**config.mk**
```make
export PLATFORM = sky130hd
export DESIGN_NAME = ep_port
export DESIGN_NICKNAME = d
export VERILOG_FILES = /design/src/hw/ep_pkg.sv /design/src/hw/ep_fifo.sv /design/src/hw/ep_port.sv /design/src/hw/ep_sync.sv
export VERILOG_INCLUDE_DIRS = /design/src /design/src/hw
export SDC_FILE = /design/constraint.sdc
export NUM_CORES = 1
export LEC_CHECK = 0
export ABC_AREA = 1
export BUFFER_PORTS_ARGS = -buffer_cell sky130_fd_sc_hd__buf_2
export CORE_ASPECT_RATIO = 0.5
export CORE_MARGIN = 3
export CORE_UTILIZATION = 64
export CTS_BUF_LIST = sky130_fd_sc_hd__clkbuf_4 sky130_fd_sc_hd__clkbuf_8 sky130_fd_sc_hd__clkbuf_16
export CTS_CLUSTER_DIAMETER = 200
export DETAILED_ROUTE_END_ITERATION = 7
export PLACE_DENSITY = 0.84
export RECOVER_POWER = 50
export SYNTH_ARGS = -nofsm -noshare
export SYNTH_HDL_FRONTEND = slang
export SYNTH_SLANG_ARGS = --single-unit
```
**constraint.sdc**
```tcl
create_clock -name i_core_clk -period 5.8 [get_ports i_core_clk]
set_input_delay 1.16 -clock i_core_clk [delete_from_list [all_inputs] [get_ports i_core_clk]]
set_output_delay 1.16 -clock i_core_clk [all_outputs]
set_load 0.1 [all_outputs]
```
**src/hw/ep_regs.svh**
```systemverilog
`ifndef EP_REGS_SVH
`define EP_REGS_SVH

// ==========================================================
// Clock rates
`define EP_CORE_HZ         25000000
`define EP_RMII_REF_HZ     50000000
`define EP_TXC_HZ_1000     125000000
`define EP_TXC_HZ_100      25000000
`define EP_TXC_HZ_10       2500000

// ==========================================================
// Framing and buffering
`define EP_FIFO_DEPTH      8
`define EP_BYTE_W          8
`define EP_DIBIT_LAST      2'h3
`define EP_SYNC_STAGES     2

`endif

```
**src/hw/ep_pkg.sv**
```systemverilog
package ep_pkg;

  // ========================================================
  // Link speed in ddr mode
  typedef enum logic [1:0] {
    EP_SPD_10,
    EP_SPD_100,
    EP_SPD_1000
  } ep_speed_t;

  // ========================================================
  // Transmit sequencer
  typedef enum logic {
    EP_TX_IDLE,
    EP_TX_DATA
  } ep_tx_state_t;

endpackage

```
**src/hw/ep_fifo.sv**
```systemverilog
`timescale 1ns/100ps
`default_nettype none

module ep_fifo #(
  parameter int W     = 10,
  parameter int DEPTH = 8
) (
  // Clock and reset
  input  wire logic         i_core_clk,
  input  wire logic         i_reset_n,
  // Fill side
  input  wire logic [W-1:0] i_wr_data,
  input  wire logic         i_wr_valid,
  output logic              o_wr_ready,
  // Drain side
  output logic      [W-1:0] o_rd_data,
  output logic              o_rd_valid,
  input  wire logic         i_rd_ready
);

  localparam int AW = $clog2(DEPTH);

  logic [W-1:0] mem_q [DEPTH];
  logic [AW-1:0] wr_ptr_q;
  logic [AW-1:0] rd_ptr_q;
  logic [AW:0]   count_q;
  wire           push = i_wr_valid && o_wr_ready;
  wire           pop  = o_rd_valid && i_rd_ready;

  assign o_wr_ready = (count_q != (AW+1)'(DEPTH));
  assign o_rd_valid = (count_q != '0);
  assign o_rd_data  = mem_q[rd_ptr_q];

  // Storage has no reset; only the pointers and the count need one
  always_ff @(posedge i_core_clk) begin
    if (push) begin
      mem_q[wr_ptr_q] <= i_wr_data;
    end
  end

  always_ff @(posedge i_core_clk or negedge i_reset_n) begin
    if (!i_reset_n) begin
      wr_ptr_q <= '0;
      rd_ptr_q <= '0;
      count_q  <= '0;
    end else begin
      if (push) begin
        wr_ptr_q <= (wr_ptr_q == AW'(DEPTH-1)) ? '0 : wr_ptr_q + 1'b1;
      end
      if (pop) begin
        rd_ptr_q <= (rd_ptr_q == AW'(DEPTH-1)) ? '0 : rd_ptr_q + 1'b1;
      end
      count_q <= count_q + (AW+1)'(push) - (AW+1)'(pop);
    end
  end

endmodule

`default_nettype wire

```
**src/hw/ep_port.sv**
```systemverilog
`timescale 1ns/100ps
`default_nettype none
`include "ep_regs.svh"

//Function
// - Reduced mode drives a reference clock output for the external phy.
// - Transmit enable rises with first preamble di-bit, stays high while di-bits flow.
// - Transmit di-bit, bit 1 most significant, changes on the reference clock.
// - Receive di-bits are accepted only while carrier/data-valid samples high.
// - Carrier/data-valid is asynchronous and is synchronised before use.
// - Receive error high in a frame marks that frame as errored.
// - Receive di-bit, bit 1 most significant, sampled on the reference clock.
// - Ddr mode also drives a reference clock output for the phy.
// - Ddr transmit clock follows selected speed: 125, 25 or 2.5 MHz; with the 25 MHz core this gives 12.5, 12.5 and 2.5 MHz.
// - Ddr transmit nibble changes on both rising and falling clock edges.
// - Ddr receive nibble is captured on both rising and falling edges.
// - Transmit control: enable at rise, derived enable/error value at fall.
// - Receive control: valid at rise, derived valid/error at fall, both decoded.
module ep_port #(
  parameter int FIFO_DEPTH = `EP_FIFO_DEPTH
) (
  // Clock and reset
  input  wire logic             i_core_clk,
  input  wire logic             i_reset_n,
  // Mode
  input  wire logic             i_mode_ddr,
  input  wire ep_pkg::ep_speed_t i_speed,
  // Transmit stream
  input  wire logic [7:0]       i_tx_data,
  input  wire logic             i_tx_last,
  input  wire logic             i_tx_err,
  input  wire logic             i_tx_valid,
  output logic                  o_tx_ready,
  output logic                  o_tx_underrun,
  // Receive stream
  output logic      [7:0]       o_rx_data,
  output logic                  o_rx_valid,
  output logic                  o_rx_last,
  output logic                  o_rx_err,
  // Reduced pins
  input  wire logic             i_rmii_ref_clk,
  output logic                  o_reduced_phy_clock_out,
  output logic                  o_rmii_tx_en,
  output logic      [1:0]       o_rmii_txd,
  input  wire logic             i_rmii_crs_dv,
  input  wire logic             i_rmii_rx_er,
  input  wire logic [1:0]       i_rmii_rxd,
  // Ddr pins
  output logic                  o_ddr_phy_clock_out,
  output logic                  o_rgmii_txc,
  output logic      [3:0]       o_rgmii_txd,
  output logic                  o_rgmii_tx_ctl,
  input  wire logic             i_rgmii_rxc,
  input  wire logic             i_rgmii_rx_ctl,
  input  wire logic [3:0]       i_rgmii_rxd
);

  import ep_pkg::*;

  // ========================================================
  // Half-period counts
  // The core clock is under twice the fast rates, so those
  // clamp to one cycle per half period: a real part needs a
  // faster core clock for full speed.
  function automatic logic [7:0] half_cnt(input longint hz);
    longint c;
    c = longint'(`EP_CORE_HZ) / (2 * hz);
    half_cnt = (c < 1) ? 8'h01 : 8'(c);
  endfunction

  localparam logic [7:0] HALF_REF  = half_cnt(`EP_RMII_REF_HZ);
  localparam logic [7:0] HALF_1000 = half_cnt(`EP_TXC_HZ_1000);
  localparam logic [7:0] HALF_100  = half_cnt(`EP_TXC_HZ_100);
  localparam logic [7:0] HALF_10   = half_cnt(`EP_TXC_HZ_10);

  // ========================================================
  // Pin synchronisers
  logic [10:0] pins_s;
  logic        ref_s_q;
  logic        rxc_s_q;

  ep_sync #(.W(11)) u_sync (
    .i_core_clk (i_core_clk),
    .i_reset_n  (i_reset_n),
    .i_async    ({i_rmii_ref_clk, i_rmii_crs_dv, i_rmii_rx_er, i_rmii_rxd,
                  i_rgmii_rxc, i_rgmii_rx_ctl, i_rgmii_rxd}),
    .o_sync     (pins_s)
  );

  wire       ref_s   = pins_s[10];
  wire       crs_dv  = pins_s[9];
  wire       rx_er   = pins_s[8];
  wire [1:0] rxd2    = pins_s[7:6];
  wire       rxc_s   = pins_s[5];
  wire       rx_ctl  = pins_s[4];
  wire [3:0] rxd4    = pins_s[3:0];
  wire       ref_rise = !i_mode_ddr && ref_s && !ref_s_q;
  wire       rxc_rise = i_mode_ddr && rxc_s && !rxc_s_q;
  wire       rxc_fall = i_mode_ddr && !rxc_s && rxc_s_q;

  always_ff @(posedge i_core_clk or negedge i_reset_n) begin
    if (!i_reset_n) begin
      ref_s_q <= 1'b0;
      rxc_s_q <= 1'b0;
    end else begin
      ref_s_q <= ref_s;
      rxc_s_q <= rxc_s;
    end
  end

  // ========================================================
  // Clock dividers
  logic [7:0] ref_cnt_q;
  logic       ref_clk_q;
  logic [7:0] txc_cnt_q;
  wire  [7:0] txc_half = (i_speed == EP_SPD_1000) ? HALF_1000 :
                         (i_speed == EP_SPD_100)  ? HALF_100 : HALF_10;
  wire        ref_tick  = (ref_cnt_q >= HALF_REF - 8'h01);
  wire        half_tick = i_mode_ddr && (txc_cnt_q >= txc_half - 8'h01);

  always_ff @(posedge i_core_clk or negedge i_reset_n) begin
    if (!i_reset_n) begin
      ref_cnt_q <= 8'h00;
      ref_clk_q <= 1'b0;
      txc_cnt_q <= 8'h00;
    end else begin
      ref_cnt_q <= ref_tick ? 8'h00 : ref_cnt_q + 8'h01;
      ref_clk_q <= ref_tick ? !ref_clk_q : ref_clk_q;
      txc_cnt_q <= (half_tick || !i_mode_ddr) ? 8'h00 : txc_cnt_q + 8'h01;
    end
  end

  assign o_reduced_phy_clock_out = !i_mode_ddr && ref_clk_q;
  assign o_ddr_phy_clock_out     = i_mode_ddr && ref_clk_q;

  // ========================================================
  // Transmit buffer
  logic [9:0] f_data;
  logic       f_valid;
  logic       f_pop;

  ep_fifo #(.W(10), .DEPTH(FIFO_DEPTH)) u_fifo (
    .i_core_clk (i_core_clk),
    .i_reset_n  (i_reset_n),
    .i_wr_data  ({i_tx_err, i_tx_last, i_tx_data}),
    .i_wr_valid (i_tx_valid),
    .o_wr_ready (o_tx_ready),
    .o_rd_data  (f_data),
    .o_rd_valid (f_valid),
    .i_rd_ready (f_pop)
  );

  // ========================================================
  // Transmit sequencer
  ep_tx_state_t tx_state_q;
  logic [7:0]   cur_q;
  logic         cur_last_q;
  logic         cur_err_q;
  logic [1:0]   cnt_q;
  logic         txc_q;

  wire tx_step  = i_mode_ddr ? half_tick : ref_rise;
  wire first    = i_mode_ddr ? !txc_q : (cnt_q == 2'h0);
  wire at_start = tx_step && first;
  wire busy     = (tx_state_q == EP_TX_DATA);
  wire frame_end = busy && cur_last_q;
  wire load     = at_start && f_valid && !frame_end;
  wire stop     = at_start && !load;
  wire [1:0] dibit = cur_q[{cnt_q, 1'b0} +: 2];

  assign f_pop = load;

  always_ff @(posedge i_core_clk or negedge i_reset_n) begin
    if (!i_reset_n) begin
      tx_state_q <= EP_TX_IDLE;
      cur_q      <= 8'h00;
      cur_last_q <= 1'b0;
      cur_err_q  <= 1'b0;
      cnt_q      <= 2'h0;
      txc_q      <= 1'b0;
    end else begin
      if (half_tick) begin
        txc_q <= !txc_q;
      end else if (!i_mode_ddr) begin
        txc_q <= 1'b0;
      end
      if (load) begin
        tx_state_q <= EP_TX_DATA;
        cur_q      <= f_data[7:0];
        cur_last_q <= f_data[8];
        cur_err_q  <= f_data[9];
        cnt_q      <= 2'h1;
      end else if (stop) begin
        tx_state_q <= EP_TX_IDLE;
        cur_last_q <= 1'b0;
        cur_err_q  <= 1'b0;
      end else if (tx_step && !i_mode_ddr && busy) begin
        cnt_q <= cnt_q + 2'h1;
      end
    end
  end

  // Reduced transmit pins
  always_ff @(posedge i_core_clk or negedge i_reset_n) begin
    if (!i_reset_n) begin
      o_rmii_tx_en <= 1'b0;
      o_rmii_txd   <= 2'h0;
    end else if (!i_mode_ddr) begin
      if (load) begin
        o_rmii_tx_en <= 1'b1;
        o_rmii_txd   <= f_data[1:0];
      end else if (stop) begin
        o_rmii_tx_en <= 1'b0;
        o_rmii_txd   <= 2'h0;
      end else if (tx_step && busy) begin
        o_rmii_txd   <= dibit;
      end
    end else begin
      o_rmii_tx_en <= 1'b0;
      o_rmii_txd   <= 2'h0;
    end
  end

  // Ddr transmit pins: low nibble at rise, high nibble at fall
  always_ff @(posedge i_core_clk or negedge i_reset_n) begin
    if (!i_reset_n) begin
      o_rgmii_txc    <= 1'b0;
      o_rgmii_txd    <= 4'h0;
      o_rgmii_tx_ctl <= 1'b0;
    end else if (half_tick) begin
      o_rgmii_txc <= !txc_q;
      if (load) begin
        o_rgmii_txd    <= f_data[3:0];
        o_rgmii_tx_ctl <= 1'b1;
      end else if (stop) begin
        o_rgmii_txd    <= 4'h0;
        o_rgmii_tx_ctl <= 1'b0;
      end else begin
        o_rgmii_txd    <= cur_q[7:4];
        o_rgmii_tx_ctl <= busy ^ cur_err_q;
      end
    end else if (!i_mode_ddr) begin
      o_rgmii_txc    <= 1'b0;
      o_rgmii_txd    <= 4'h0;
      o_rgmii_tx_ctl <= 1'b0;
    end
  end

  // Frame cut short because the buffer ran dry
  always_ff @(posedge i_core_clk or negedge i_reset_n) begin
    if (!i_reset_n) begin
      o_tx_underrun <= 1'b0;
    end else begin
      o_tx_underrun <= stop && busy && !cur_last_q;
    end
  end

  // ========================================================
  // Receive assembly
  logic [7:0] sh_q;
  logic [1:0] rcnt_q;
  logic       in_frame_q;
  logic       rx_err_q;
  logic       dv_q;
  logic [7:0] hold_q;
  logic       hold_v_q;

  wire rmii_take  = ref_rise && crs_dv;
  wire rmii_end   = ref_rise && !crs_dv && in_frame_q;
  wire ddr_end    = rxc_rise && !rx_ctl && in_frame_q;
  wire ddr_take   = rxc_fall && dv_q;
  wire byte_done  = (rmii_take && rcnt_q == `EP_DIBIT_LAST) || ddr_take;
  wire frame_done = rmii_end || ddr_end;
  wire [7:0] new_byte = ddr_take ? {rxd4, sh_q[3:0]} : {rxd2, sh_q[7:2]};
  wire err_hit = (rmii_take && rx_er) ||
                 (ddr_take && (rx_ctl ^ dv_q));

  always_ff @(posedge i_core_clk or negedge i_reset_n) begin
    if (!i_reset_n) begin
      sh_q       <= 8'h00;
      rcnt_q     <= 2'h0;
      in_frame_q <= 1'b0;
      rx_err_q   <= 1'b0;
      dv_q       <= 1'b0;
      hold_q     <= 8'h00;
      hold_v_q   <= 1'b0;
    end else begin
      if (rmii_take) begin
        sh_q   <= new_byte;
        rcnt_q <= rcnt_q + 2'h1;
      end
      if (rxc_rise) begin
        dv_q <= rx_ctl;
        if (rx_ctl) begin
          sh_q[3:0] <= rxd4;
        end
      end
      if (rmii_take || ddr_take) begin
        in_frame_q <= 1'b1;
      end
      // One byte held back so the last one can carry the end mark
      if (frame_done) begin
        in_frame_q <= 1'b0;
        rcnt_q     <= 2'h0;
        rx_err_q   <= 1'b0;
        hold_v_q   <= 1'b0;
      end else begin
        if (err_hit) begin
          rx_err_q <= 1'b1;
        end
        if (byte_done) begin
          hold_q   <= new_byte;
          hold_v_q <= 1'b1;
        end
      end
    end
  end

  always_ff @(posedge i_core_clk or negedge i_reset_n) begin
    if (!i_reset_n) begin
      o_rx_data  <= 8'h00;
      o_rx_valid <= 1'b0;
      o_rx_last  <= 1'b0;
      o_rx_err   <= 1'b0;
    end else begin
      o_rx_valid <= hold_v_q && (byte_done || frame_done);
      o_rx_data  <= hold_q;
      o_rx_last  <= frame_done;
      o_rx_err   <= frame_done && (rx_err_q || err_hit);
    end
  end

endmodule

`default_nettype wire

```
**src/hw/ep_sync.sv**
```systemverilog
`timescale 1ns/100ps
`default_nettype none

module ep_sync #(
  parameter int W = 1
) (
  // Clock and reset
  input  wire logic         i_core_clk,
  input  wire logic         i_reset_n,
  // Pins in, synchronised out
  input  wire logic [W-1:0] i_async,
  output logic      [W-1:0] o_sync
);

  logic [W-1:0] meta_q;

  // First stage feeds only the second stage
  always_ff @(posedge i_core_clk or negedge i_reset_n) begin
    if (!i_reset_n) begin
      meta_q <= '0;
      o_sync <= '0;
    end else begin
      meta_q <= i_async;
      o_sync <= meta_q;
    end
  end

endmodule

`default_nettype wire

```
==> results.tsv <==
stage	metric	value	unit
floorplan	core footprint	10600	µm²
timing	final setup vio count	0	
critical_path	reg2reg setup slack	2.74	ns
placed_design	routability cong.	0.822	
logic_synthesis	register area share after synthesis	0.673	
logic_synthesis	Async SR Flop Fraction	0.553	
critical_path	RR Endpoint	u_fifo.count_q[2]	
floorplan	Rows	26	
clock_tree	Clock Tree Buf Depth	2	
timing	setup_tns	0	ns
clock_tree	# Post-CTS Setup Buffers	0	
logic_synthesis	Post-synth EDFFs	80	
logic_synthesis	synthesis-stage register bit count	179	
clock_tree	Worst-Skew Late Latency	0.43	ns
power	VDD IR-drop max	0.287	mV
critical_path	FF-to-FF Start	txc_cnt_q[2]	
timing	worst-margin pin slew	2.23	ns
critical_path	crit-path cells	clkbuf_1 -> clkbuf_2	
grt	largest net degree at the start of global routing	58	
run_status	status	finished, violations left	
critical_path	Crit-path slowest cell	clkbuf_1	
critical_path	critical-path maximum fanout	57	
critical_path	Critical Path End	cur_q[7]	
logic_synthesis	Yosys warning total	0	
min_path	Worst Min Path Start	u_sync.meta_q[0]	
floorplan	Die ar.	12700	µm²
grt	vias in the first global route	4771	
logic_synthesis	top_reg_cell synth	dfrtp_1	
grt	GRT overflow	0	
route	Starting DRT DRC Count	558	
flow_run	max-cap violations	1	
layout	share of layout cells above drive strength 1	0.124	
clock_tree	CTS Buf Count	17	
floorplan	Die Height	81.3	µm
timing	fin crit period	3.71	ns
timing	fmax	269	MHz
floorplan	Die W	157	µm
layout	antenna diode count	0	
route	Post-Route WL	14.7	mm
critical_path	Buf+Inv Stages, Crit Path	2	
grt	GRT Util Overall	0.245	
clock_tree	clock root buffer	clkbuf_16	
timing	Tcrit/Tclk final	0.640	
clock_tree	CTS tree	done	
placed_design	# port buffers	50	
layout	fillers	646	
route	DRC Markers	0	
critical_path	kind of critical path	input port to async pin	
placed_design	DP Wirelength	8.61	mm
power	Pwr per Cell Area	537	nW/µm²
floorplan	Initial Util	0.684	
timing	Slew headroom	-0.487	
clock_tree	PostCTS Resize Cnt	0	
critical_path	CP Launch Type	input port	
layout	Nets	756	
layout	P&R area growth vs syn	12.0	%
run_status	violated checks	capacitance limit, slew limit	
power	leakage	0.00372	µW
power	switching share of power	0.400	
clock_tree	Worst-path clk slew	0.07	ns
critical_path	Crit path max-delay family	buffers and inverters	
grt	initial antenna violation count	0	
critical_path	Worst R2R Path Depth	14	
logic_synthesis	mapped cell area	7250	µm²
route	average vias per placed instance	5.63	
power	sw power	1740	µW
route	DR pass1 iterations	5	
critical_path	Setup crit start	i_reset_n	
grt	global-route wire length before repair	23.7	mm
layout	Final Util	0.766	
clock_tree	clock sink count	179	
route	via count	4875	
logic_synthesis	Synth Area per Inst	11.0	µm²
logic_synthesis	Cells after Synth	661	
critical_path	max incr delay on CP	1.57	ns
layout	design area	8120	µm²
power	sequential power share	0.405	
logic_synthesis	Yosys cell types	39	
route	WL/cell	17.0	µm
timing	hold slack	0.337	ns
power	part of the power in combinational logic	0.333	
route	Detail Route Antenna Nets	0	
floorplan	# IOs	51	
power	Clock Power Share	0.262	
power	Power Internal	2620	µW
min_path	hold crit path type	flip-flop to flip-flop	
clock_tree	hold buffers post-CTS	0	
critical_path	critical path depth	2	
timing	clock skew	0.0112	ns
timing	RSZ-0062 raised after global routing	no	
timing	Fin. Hold Viols	0	
critical_path	CP Capture Type	async pin	
timing	count of pins over their slew limit	44	
placed_design	Cell Area, Placed	7590	µm²
critical_path	worst path required time	6.11	ns
critical_path	Worst Path Arrival	4.02	ns
clock_tree	CTS H-tree depth	4	
[area by class of cell]
cell class | instances | area, µm² | area share
Inverter | 62 | 235 | 0.0290
Tap cell | 140 | 175 | 0.0216
Timing Repair Buffer | 52 | 246 | 0.0303
Sequential cell | 179 | 4880 | 0.601
Clock inverter | 14 | 154 | 0.0189
Multi-Input combinational cell | 401 | 2000 | 0.246
Clock buffer | 18 | 433 | 0.0533
[metrics by stage]
stage	setup WS, ns	std cells	power [µW]
floorplan	2.08	664	2880
global placement	2.18	834	3130
detailed placement	2.09	834	3190
CTS	2.51	866	4360
global route	1.45	866	4590
finish	2.09	866	4360
[routing by layer]
layer / wire, µm / track usage / vias to the layer above / part of all wire
met4: 341 / 0.0952 / 0 / 0.023
li1: - / - / 2283 / -
met1: 6210 / 0.317 / 2356 / 0.42
met5: 0 / 0 / - / 0
met3: 877 / 0.0548 / 37 / 0.060
met2: 7250 / 0.415 / 199 / 0.49
[worst min path at each step]
stage | cells after the start | to | slack (ns)
2_1_floorplan | 0 | u_sync.o_sync[0] | 0.33
3_3_place_gp | 0 | u_sync.o_sync[0] | 0.33
3_5_place_dp | 0 | u_sync.o_sync[0] | 0.34
4_1_cts | 0 | u_sync.o_sync[0] | 0.34
5_1_grt | 0 | u_sync.o_sync[0] | 0.35
6_report | 0 | u_sync.o_sync[0] | 0.34
[cell families after synthesis]
group / count (synthesis) / share of synthesized area
simple gates: 273 / 0.162
compound gates: 102 / 0.0792
other cells: 1 / 0.000517
xor+xnor: 6 / 0.00725
fa+ha+maj: 16 / 0.0286
buf+inv: 84 / 0.0492
flops: 179 / 0.673
[registers in the layout, indices dropped and copies added (netlist names), 3 cells and up]
signal and count:
u_fifo.mem_q 80, u_sync.meta_q 11, u_sync.o_sync 11, cur_q 8
hold_q 8, o_rx_data 8, sh_q 8, txc_cnt_q 8
o_rgmii_txd 4, u_fifo.count_q 4, u_fifo.rd_ptr_q 3, u_fifo.wr_ptr_q 3
[worst reg2reg max path: cells and delay by family, from the launching register on]
| kind | cells | cell delay, ns |
|---|---|---|
| adder cells (fa/ha/maj) | 4 | 1.11 |
| XOR/XNOR | 1 | 0.18 |
| buffers and inverters | 4 | 0.20 |
| flip-flops | 1 | 0.39 |
| AND/OR/NAND/NOR | 5 | 1.10 |
[power groups by stage]
stage | combinational (µW) | sequential (µW) | clock, µW
3_3_place_gp | 1360 | 1770 | 0
5_1_grt | 1590 | 1790 | 1210
3_5_place_dp | 1410 | 1780 | 0
6_report | 1450 | 1770 | 1140
4_1_cts | 1450 | 1760 | 1150
2_1_floorplan | 812 | 2070 | 0
[synth_stat cells (4+ instances only)]
master	number	area (µm²)
nand2_2	4	25.0
o21ai_1	6	30.0
nand2_1	168	631
nor2_1	58	218
o21ai_0	52	260
o22ai_1	8	50.1
a21oi_1	22	110
dfrtp_1	99	2480
clkbuf_1	8	30.0
ha_1	15	188
buf_2	10	50.1
nor2_2	5	31.3
nand3_1	26	130
inv_1	58	218
edfxtp_1	80	2400
[placed cells by master (no fill, tap or decap), drive strengths merged]
master,netlist,routed
a211oi,1,1
a21oi,24,24
a22o,2,2
a22oi,2,2
a31oi,1,1
buf,14,38
bufinv,0,2
clkbuf,8,32
clkinv,0,6
clkinvlp,0,3
conb,1,4
dfrtp,99,99
edfxtp,80,80
fa,1,1
ha,15,15
inv,62,65
nand2,175,175
nand3,28,28
nand4,3,3
nor2,64,64
nor3,1,1
nor3b,1,1
o211ai,3,3
o21a,3,3
o21ai,58,58
o22ai,8,8
or2,1,1
xnor2,3,3
xor2,3,3
No activity file was read; power rests on OpenSTA's default activity.
